File: config.mk
export PLATFORM = sky130hd
export DESIGN_NAME = bhp_profiler
export DESIGN_NICKNAME = d
export VERILOG_FILES = /design/src/bhp_pkg.sv /design/src/bhp_profiler.sv
export SDC_FILE = /design/constraint.sdc
export NUM_CORES = 2
export LEC_CHECK = 0
export BUFFER_PORTS_ARGS = -buffer_cell sky130_fd_sc_hd__buf_2
export CORE_ASPECT_RATIO = 1.4
export CORE_UTILIZATION = 30
export CTS_BUF_LIST = sky130_fd_sc_hd__clkbuf_16
export CTS_CLUSTER_SIZE = 28
export DETAILED_ROUTE_END_ITERATION = 6
export HOLD_SLACK_MARGIN = 0.06
export PLACE_DENSITY = 0.41
export REMOVE_ABC_BUFFERS = 1
export SETUP_SLACK_MARGIN = 0.5
export SYNTH_ARGS = -nofsm -noshare
export SYNTH_HDL_FRONTEND = slang
export SYNTH_SLANG_ARGS = --single-unit
File: constraint.sdc
create_clock -name clock -period 8.84 [get_ports clock]
set_input_delay 0.442 -clock clock [delete_from_list [all_inputs] [get_ports clock]]
set_output_delay 0.442 -clock clock [all_outputs]
set_load 0.05 [all_outputs]
File: src/bhp_pkg.sv
// Package of constants and types for the bus address histogram profiler
package bhp_pkg;
	// ----------------------------------------
	// Sizes
	// ----------------------------------------
	localparam int NUM_BINS = 15;
	localparam int ADDR_W = 20;
	localparam int NARROW_W = 16;
	localparam int TIME_W = 16;
	localparam int COUNT_W = 32;
	localparam int BIN_IDX_W = 4;

	// ----------------------------------------
	// Timing
	// ----------------------------------------
	localparam int CLK_PERIOD_NS = 10;
	localparam int RESOLUTION_NS = 20000;
	localparam int TICK_CYCLES = RESOLUTION_NS / CLK_PERIOD_NS;
	localparam int TICK_CNT_W = 11;
	localparam int STEP_W = 10;
	// Number of 10 us steps in each selectable time unit
	localparam logic [STEP_W-1:0] STEPS_100US = 10'h00A;
	localparam logic [STEP_W-1:0] STEPS_1MS = 10'h064;
	localparam logic [STEP_W-1:0] STEPS_10MS = 10'h3E8;
	localparam logic [STEP_W-1:0] STEPS_PER_TICK = 10'h002;

	// ----------------------------------------
	// Masks and reset values
	// ----------------------------------------
	localparam logic [ADDR_W-1:0] MASK_NARROW = 20'h0FFFF;
	localparam logic [ADDR_W-1:0] MASK_WIDE = 20'hFFFFF;
	localparam logic [TIME_W-1:0] TIME_MAX = 16'hFFFF;
	localparam logic [COUNT_W-1:0] COUNT_MAX = 32'hFFFFFFFF;
	localparam logic [COUNT_W-1:0] COUNT_RST = 32'h00000000;
	localparam logic [BIN_IDX_W-1:0] LAST_BIN = 4'hE;

	// ----------------------------------------
	// Types
	// ----------------------------------------
	typedef enum logic [1:0] {
		UNIT_10US = 2'b00,
		UNIT_100US = 2'b01,
		UNIT_1MS = 2'b10,
		UNIT_10MS = 2'b11
	} bhp_unit_e;

	typedef enum logic {
		ST_IDLE = 1'b0,
		ST_TIMING = 1'b1
	} bhp_state_e;

	// One bin: enable and inclusive limits (address or time units)
	typedef struct packed {
		logic en;
		logic [ADDR_W-1:0] lo;
		logic [ADDR_W-1:0] hi;
	} bhp_bin_s;

	// Bin write from host
	typedef struct packed {
		logic wr;
		logic [BIN_IDX_W-1:0] idx;
		bhp_bin_s bin;
	} bhp_bin_wr_s;

	// Count report to host
	typedef struct packed {
		logic [BIN_IDX_W-1:0] bin;
		logic [COUNT_W-1:0] count;
	} bhp_report_s;
endpackage : bhp_pkg

File: src/bhp_profiler.sv
// Histogram profiler: address bins and interval timing bins
// Behaviour
// - Address profiling holds up to fifteen bins, each a start and end address written by the host.
// - While address profiling runs, each executed address inside a bin adds one to that bin's count.
// - Bin counts stream to the host continuously while run is high, without any request per transfer.
// - Interval profiling counts each measured interval into up to fifteen elapsed-time ranges.
// - The interval timer starts when the configured start address is seen on the bus.
// - The timer stops at the configured end address and the interval is then binned.
// - Without the end address the timer keeps running and no measurement completes.
// - The time unit is chosen in decade steps from 10 us up to 10 ms.
// - Interval measurement has a true resolution of 20 us, so results may read up to 20 us short.
// - Address limits are 16 bits wide, or 20 bits in the extended mode.
`timescale 1ns/10ps
`default_nettype none
module bhp_profiler (
	// Clock and reset
	input wire logic clock,
	input wire logic rst,
	// Target bus pins, asynchronous
	input wire logic [bhp_pkg::ADDR_W-1:0] target_addr,
	input wire logic target_fetch,
	// Host configuration
	input wire logic run,
	input wire logic interval_profile_mode,
	input wire logic wide_addr,
	input wire logic [1:0] time_unit,
	input wire logic [bhp_pkg::ADDR_W-1:0] start_addr,
	input wire logic [bhp_pkg::ADDR_W-1:0] end_addr,
	input wire bhp_pkg::bhp_bin_wr_s bin_wr,
	input wire logic clear_counts,
	input wire logic clear_all,
	// Report stream to host
	output logic report_valid,
	input wire logic report_ready,
	output bhp_pkg::bhp_report_s report,
	// Status
	output logic timing_busy
);
	// ----------------------------------------
	// Pin synchronisers
	// ----------------------------------------
	logic [bhp_pkg::ADDR_W-1:0] addr_m_r, addr_s_r, addr_m_nxt, addr_s_nxt;
	logic fetch_m_r, fetch_s_r, fetch_d_r, fetch_m_nxt, fetch_s_nxt, fetch_d_nxt;
	logic fetch_ev;

	// Two stages per pin; bus skew is tolerated since address settles before the strobe
	always_comb begin
		addr_m_nxt = target_addr;
		addr_s_nxt = addr_m_r;
		fetch_m_nxt = target_fetch;
		fetch_s_nxt = fetch_m_r;
		fetch_d_nxt = fetch_s_r;
	end

	always_ff @(posedge clock) begin
		if (rst) begin
			addr_m_r <= '0;
			addr_s_r <= '0;
			fetch_m_r <= 1'b0;
			fetch_s_r <= 1'b0;
			fetch_d_r <= 1'b0;
		end else begin
			addr_m_r <= addr_m_nxt;
			addr_s_r <= addr_s_nxt;
			fetch_m_r <= fetch_m_nxt;
			fetch_s_r <= fetch_s_nxt;
			fetch_d_r <= fetch_d_nxt;
		end
	end

	// One event per executed address, on the rising strobe
	assign fetch_ev = fetch_s_r & ~fetch_d_r;

	// ----------------------------------------
	// Address width
	// ----------------------------------------
	logic [bhp_pkg::ADDR_W-1:0] amask, cur_addr;

	assign amask = wide_addr ? bhp_pkg::MASK_WIDE : bhp_pkg::MASK_NARROW;
	assign cur_addr = addr_s_r & amask;

	// ----------------------------------------
	// Interval timer
	// ----------------------------------------
	bhp_pkg::bhp_state_e state_r, state_nxt;
	logic [bhp_pkg::TICK_CNT_W-1:0] tick_r, tick_nxt;
	logic [bhp_pkg::STEP_W-1:0] sub_r, sub_nxt, unit_steps, sub_sum;
	logic [bhp_pkg::TIME_W-1:0] elapsed_r, elapsed_nxt;
	logic [bhp_pkg::TIME_W-1:0] done_val_r, done_val_nxt;
	logic done_r, done_nxt;
	logic tick;

	// Steps of 10 us that make one time unit; the 10 us unit gets the two steps of one tick
	always_comb begin
		case (bhp_pkg::bhp_unit_e'(time_unit))
			bhp_pkg::UNIT_100US: unit_steps = bhp_pkg::STEPS_100US;
			bhp_pkg::UNIT_1MS: unit_steps = bhp_pkg::STEPS_1MS;
			bhp_pkg::UNIT_10MS: unit_steps = bhp_pkg::STEPS_10MS;
			default: unit_steps = bhp_pkg::STEPS_PER_TICK;
		endcase
	end

	assign tick = (tick_r == bhp_pkg::TICK_CNT_W'(bhp_pkg::TICK_CYCLES - 1));
	assign sub_sum = sub_r + bhp_pkg::STEPS_PER_TICK;

	// Timer runs only in 20 us ticks, which sets the true resolution
	always_comb begin
		state_nxt = state_r;
		tick_nxt = tick ? '0 : tick_r + 1'b1;
		sub_nxt = sub_r;
		elapsed_nxt = elapsed_r;
		done_nxt = 1'b0;
		done_val_nxt = done_val_r;
		case (state_r)
			bhp_pkg::ST_IDLE: begin
				if (run && interval_profile_mode && fetch_ev && cur_addr == (start_addr & amask)) begin
					state_nxt = bhp_pkg::ST_TIMING;
					tick_nxt = '0;
					sub_nxt = '0;
					elapsed_nxt = '0;
				end
			end
			bhp_pkg::ST_TIMING: begin
				if (!run || !interval_profile_mode) begin
					state_nxt = bhp_pkg::ST_IDLE;
				end else if (fetch_ev && cur_addr == (end_addr & amask)) begin
					state_nxt = bhp_pkg::ST_IDLE;
					done_nxt = 1'b1;
					done_val_nxt = elapsed_r;
				end else if (tick) begin
					// Stays here with no end address; elapsed saturates
					if (unit_steps == bhp_pkg::STEPS_PER_TICK) begin
						if (elapsed_r < bhp_pkg::TIME_MAX - 1'b1) begin
							elapsed_nxt = elapsed_r + 16'h0002;
						end else begin
							elapsed_nxt = bhp_pkg::TIME_MAX;
						end
					end else if (sub_sum >= unit_steps) begin
						sub_nxt = sub_sum - unit_steps;
						if (elapsed_r != bhp_pkg::TIME_MAX) begin
							elapsed_nxt = elapsed_r + 1'b1;
						end
					end else begin
						sub_nxt = sub_sum;
					end
				end
			end
			default: state_nxt = bhp_pkg::ST_IDLE;
		endcase
	end

	always_ff @(posedge clock) begin
		if (rst) begin
			state_r <= bhp_pkg::ST_IDLE;
			tick_r <= '0;
			sub_r <= '0;
			elapsed_r <= '0;
			done_r <= 1'b0;
			done_val_r <= '0;
		end else begin
			state_r <= state_nxt;
			tick_r <= tick_nxt;
			sub_r <= sub_nxt;
			elapsed_r <= elapsed_nxt;
			done_r <= done_nxt;
			done_val_r <= done_val_nxt;
		end
	end

	assign timing_busy = (state_r == bhp_pkg::ST_TIMING);

	// ----------------------------------------
	// Bins and counters
	// ----------------------------------------
	logic [bhp_pkg::COUNT_W-1:0] cnt_r [bhp_pkg::NUM_BINS];

	for (genvar i = 0; i < bhp_pkg::NUM_BINS; i++) begin : g_bin
		bhp_pkg::bhp_bin_s bin_r, bin_nxt;
		logic [bhp_pkg::COUNT_W-1:0] cnt_nxt;
		logic [bhp_pkg::ADDR_W-1:0] key;
		logic hit;

		// Address mode compares the bus, interval mode the finished time
		always_comb begin
			key = interval_profile_mode ? bhp_pkg::ADDR_W'(done_val_r) : cur_addr;
			hit = bin_r.en && key >= (bin_r.lo & amask) && key <= (bin_r.hi & amask);
			if (interval_profile_mode) begin
				hit = hit && done_r;
			end else begin
				hit = hit && run && fetch_ev;
			end
		end

		always_comb begin
			bin_nxt = bin_r;
			cnt_nxt = cnt_r[i];
			if (clear_all) begin
				bin_nxt = '0;
			end else if (bin_wr.wr && bin_wr.idx == bhp_pkg::BIN_IDX_W'(i)) begin
				bin_nxt = bin_wr.bin;
			end
			if (clear_all || clear_counts) begin
				cnt_nxt = bhp_pkg::COUNT_RST;
			end else if (hit && cnt_r[i] != bhp_pkg::COUNT_MAX) begin
				cnt_nxt = cnt_r[i] + 1'b1;
			end
		end

		always_ff @(posedge clock) begin
			if (rst) begin
				bin_r <= '0;
				cnt_r[i] <= bhp_pkg::COUNT_RST;
			end else begin
				bin_r <= bin_nxt;
				cnt_r[i] <= cnt_nxt;
			end
		end
	end

	// ----------------------------------------
	// Report stream
	// ----------------------------------------
	logic [bhp_pkg::BIN_IDX_W-1:0] ptr_r, ptr_nxt;
	logic rpt_valid_r, rpt_valid_nxt;
	bhp_pkg::bhp_report_s rpt_r, rpt_nxt;

	// Round robin over all bins while running; the host only gives ready
	always_comb begin
		ptr_nxt = ptr_r;
		rpt_valid_nxt = rpt_valid_r;
		rpt_nxt = rpt_r;
		if (!rpt_valid_r || report_ready) begin
			rpt_valid_nxt = run;
			rpt_nxt.bin = ptr_r;
			rpt_nxt.count = cnt_r[ptr_r];
			ptr_nxt = (ptr_r == bhp_pkg::LAST_BIN) ? '0 : ptr_r + 1'b1;
		end
	end

	always_ff @(posedge clock) begin
		if (rst) begin
			ptr_r <= '0;
			rpt_valid_r <= 1'b0;
			rpt_r <= '0;
		end else begin
			ptr_r <= ptr_nxt;
			rpt_valid_r <= rpt_valid_nxt;
			rpt_r <= rpt_nxt;
		end
	end

	assign report_valid = rpt_valid_r;
	assign report = rpt_r;
endmodule : bhp_profiler
`default_nettype wire

# Yosys cells after proc, flatten, opt, wreduce, memory -nomap -nowiden
# Memory sizes are Yosys's and may differ from the RTL's. A register that Yosys moved wholly into a read port is not among the register bits.
# Index checks and enable logic that the tools add are counted.
[word_totals]
register_bits = 722
latch_bits = 0
ramBits = 480
rom_bits = 0
out_inout_bits = 38
elab_cells = 422
mem_count = 1
[classes]
n_addsub = 21
multipliers = 0
n_div = 0
order_cmp = 32
n_eq_ne = 45
n_shift = 0
mux = 91
n_bitwise = 52
reduce_logical = 121
[memory_table]
columns = ["memory", "depth", "word_bits", "rd", "rd_clocked_by_memory_dff", "wr", "line", "source"]
rows = [
  ["cnt_r", 15, 32, 16, 1, 15, "bhp_profiler.sv:175", "logic [bhp_pkg::COUNT_W-1:0] cnt_r [bhp_pkg::NUM_BINS];"],
]
[ops]
columns = ["operator", "count"]
rows = [
  ["32-bit 2-to-1 mux", 45],
  ["20-bit bitwise AND", 33],
  ["32-bit by 1-bit adder with 32-bit output (second input constant)", 15],
  ["32-bit inequality test (second input constant)", 15],
  ["20-bit greater-or-equal comparator", 15],
  ["20-bit less-or-equal comparator", 15],
  ["16-bit 2-to-1 mux", 8],
  ["1-bit logical AND", 109],
  ["10-bit 2-to-1 mux", 6],
  ["20-bit == test", 2],
  ["20-bit 2-to-1 mux", 2],
  ["11-bit 2-to-1 mux", 3],
  ["4-bit == test (second input constant)", 8],
  ["16-bit case mux with 2 select lines", 1],
  ["10-bit case mux with 3 select lines", 1],
  ["1-bit 2-to-1 mux", 22],
  ["10-bit case mux with 2 select lines", 1],
  ["16-bit by 1-bit adder with 16-bit output (second input constant)", 1],
  ["16-bit by 2-bit adder with 16-bit output (second input constant)", 1],
  ["4-bit by 3-bit == test with 1-bit output (second input constant)", 4],
  ["16-bit < comparator (second input constant)", 1],
  ["16-bit inequality test (second input constant)", 1],
  ["1-bit OR", 15],
  ["11-bit by 1-bit adder with 11-bit output (second input constant)", 1],
  ["25 further kinds", 37],
]

# Longest topological paths before layout
[depth]
depth_word = 13
mapped_depth = 16
mapped_depth_nobuf = 12

# Worst setup path after synthesis
# OpenSTA, ideal clock, no wires.
[synth_path]
kind = "input to register"
startpoint = "in interval_profile_mode"
endpoint = "mem cnt_r[6][1] in the netlist's numbering"
setup_time_ps = 128
arrival_ps = 4698
slack_ps = 4015
cell_stages = 15
path_buffers = 5
path_cell_list = "buf_2 buf_1 mux2i_1 ha_1 nand2b_1 a2111o_1 a21oi_1 o2111ai_1 nand4_1 or2_2 buf_2 buf_2 buf_2 mux2i_1 nor2_1"
[synth_rtl]
columns = ["item", "line", "source"]
rows = [
  ["start: declaration", "bhp_profiler.sv:24", "input wire logic interval_profile_mode,"],
  ["end: declaration", "bhp_profiler.sv:175", ""],
]

==> flow_summary.ini <==
[route]
drt_pass1_iterations = 5
postRouteAntennaNets = 0
drc = 0
post_drt_wl_per_cell_um = 22.5
drtIter0Drc = 4022
finalWirelength_mm = 270
via_per_inst = 5.25
via_count = 63000

[critical_path]
critPathArrivalTime_ns = 5.90
path_max_fanout = 22
crit_type = reg -> reg
start_kind = flip-flop
reg2reg_setup_slack_ns = 3.68
crit_path_end_kind = flip-flop
crit_required_ns = 9.58

[synthesis]
synth_compound_area_share_pct = 14.6
synth.mux.area_fraction_pct = 6.50
synth_fa_ha_area_share_pct = 11.2
synth-edff-count = 0
synth_most_common_cell = nand2_1
syn_area_um2 = 70400
yosysSeqAreaShare_pct = 35.0
synth_flop_cell = dfxtp_1
synth_top_area_share_pct = 35.0
synthArstFlopShare_pct = 0
synth.distinct_cells = 87
synth_top_cell_by_area = dfxtp_1
ys_ff_latch = 1233
synthSimpleGateAreaFrac_pct = 24.6
synth_commonest_cells = nand2_1 (1885), dfxtp_1 (1233), a21oi_1 (1009), ha_1 (627), inv_1 (538)
synth_top_family_by_area = simple AND/OR/NAND/NOR gates
ys_top_cells_by_area = dfxtp_1 (35%), ha_1 (11%), nand2_1 (10%)
synth_xor_area_share_pct = 2.46
syn_inst = 8866
syn_area_per_cell_um2 = 7.94
yosys_warnings = 0

[power]
power_density_nw_per_um2 = 162
p_clk_share_pct = 47.1
p_leak_nw = 27.6
total_power_w = 0.0128
p_comb_share_pct = 9.1
power.switching_w = 0.00354
p_sw_share_pct = 27.6
internal_power_w = 0.00929
peakVddDrop_mv = 0.125
p_seq_share_pct = 43.8

[global_routing]
grt_max_degree = 208
grt_pass1_wl_mm = 400
met2_usage_pct = 39.6
antenna_found_initial = 12
busiest_layer = met2
grt_overflow_total = 0
grt_use_met3_pct = 2.41
grt_usage_pct = 22.3
gr-usage-met1_pct = 27.3
grt_pass1_vias = 60800

[clock_network]
post_cts_resized = 0
ctsLongestPathBuffers = 4
cts_tree = yes
h-tree-depth = 4
clock_sinks = 1233
root_buffer = clkbuf_16
holdBufCountCts = 31
path_clk_slew_ns = 0.06
cts_inserted_buffers = 155
clk_latency_ns = 0.83
postCtsSetupBuffers = 0

[timing]
rsz0062_at_grt = false
timing.final.crit_share_pct = 58.3
fin_crit_ns = 5.16
worst_slew_pin_slew_ns = 1.33
holdWs_ns = 0.0985
finClkSkew_ns = 0.0445
finalSetupTns_ns = 0
fmax_ghz = 0.194
report.final.slew_viol_count = 0
fin_ws_ns = 3.68
finalHoldViolCount = 0
max_slew_margin_pct = 10.6
finalSetupViolCount = 0

[worst_hold_path]
hold_path_class = in -> reg

[outcome]
status = completed

[placed_design]
pre_cts_ws_ns = 3.21
io_buffers = 154
gp_congestion = 0.860
post-dp-hpwl_mm = 186

[finish]
fillers = 24500
nets = 9565
drive_above_1_share_pct = 9.44
syn_to_final_growth_pct = 12.5
regArea_um2 = 24700
multi_input_area_um2 = 42100

[die]
ios = 155
dieArea_um2 = 237000
core_area_um2 = 234000
start_util_pct = 30.2
rows = 210
die_h_um = 575
fp.dieW_um = 412

[run]
maxCapViolations = 0
==> cells in the final DEF, fill, tap and decap left out, types with 139 or more instances in the layout <==
master	n
nand2_1	1880
a21oi_1	1008
clkbuf_16	155
and3_1	139
mux2i_1	184
inv_1	571
dfxtp_1	1230
nand3_1	203
buf_2	152
o21ai_0	219
ha_1	627
nand4_1	254
nor2_1	445
==> power by group through the flow <==
stage / Clock, W / Sequential, W / Combinational [W]
final: 0.00604 / 0.00562 / 0.00117
after global routing: 0.00644 / 0.00562 / 0.00127
after CTS: 0.00626 / 0.00562 / 0.00118
after detailed placement: 0 / 0.00574 / 0.00117
after global placement: 0 / 0.00574 / 0.00116
after floorplan: 0 / 0.00576 / 0.000595
==> per-layer routing <==
metal | vias up | wire [um]
met4 | 10 | 10600
met1 | 30500 | 116000
li1 | 30900 | -
met3 | 369 | 9330
met5 | - | 55
met2 | 1199 | 134000
==> critical path, stage by stage (launching register included) <==
cell	delay (ns)
dfxtp_1	0.58
mux2_2	0.86
ha_1	0.25
nand4_1	0.11
o31ai_1	0.45
a311oi_1	0.32
a211oi_2	0.90
nand3_1	0.80
or4_1	0.63
a21oi_1	0.15
==> path summary, 6_finish.rpt <==
path | startpoint | to | cells after the start
setup / recovery | addr_s_r[6]$_SDFF_PP0_ | cnt_r[7][13]$_SDFFE_PP0P_ | 9
hold / removal | bin_wr[31] | g_bin[6].bin_r[31]$_SDFFE_PP0P_ | 3
setup reg to reg | addr_s_r[6]$_SDFF_PP0_ | cnt_r[7][13]$_SDFFE_PP0P_ | 9
hold reg to reg | addr_m_r[6]$_SDFF_PP0_ | addr_s_r[6]$_SDFF_PP0_ | 1
==> logic make-up after synthesis <==
family / Yosys count
AO/OA/AOI/OAI: 1745
XOR/XNOR: 198
adder cells (fa/ha/maj): 628
buffers and inverters: 1039
flip-flops: 1233
multiplexers: 331
AND/OR/NAND/NOR: 3692
==> final cells by class <==
cell class | instances | share of cell area, %
multi-input combinational | 6594 | 53.1
tap | 3074 | 4.86
antenna | 3 | 0.00948
sequential | 1233 | 31.2
clock inverter | 105 | 0.878
timing repair buffer | 297 | 2.50
clock buffer | 155 | 4.90
inverter | 539 | 2.55
==> registers in the layout (all words and copies together) (netlist names) <==
| register | flops |
|---|---|
| cnt_r | 480 |
| report_valid | 1 |
| g_bin.bin_r | 615 |
| done_val_r | 16 |
| elapsed_r | 16 |
| fetch_d_r | 1 |
| tick_r | 11 |
| done_r | 1 |
| addr_s_r | 20 |
| ptr_r | 4 |
| report | 36 |
| fetch_d_nxt | 1 |
| sub_r | 9 |
| addr_m_r | 20 |
| fetch_m_r | 1 |
| timing_busy | 1 |
==> metrics by stage <==
stage	cells	cell area (um2)	utilization (%)
global route	12000	79200	33.9
CTS	12000	79200	33.9
global placement	11700	74300	31.8
finish	12000	79200	33.9
detailed placement	11700	74300	31.8
floorplan	8366	68500	-
Note: power is estimated with default switching activity, not from simulation.
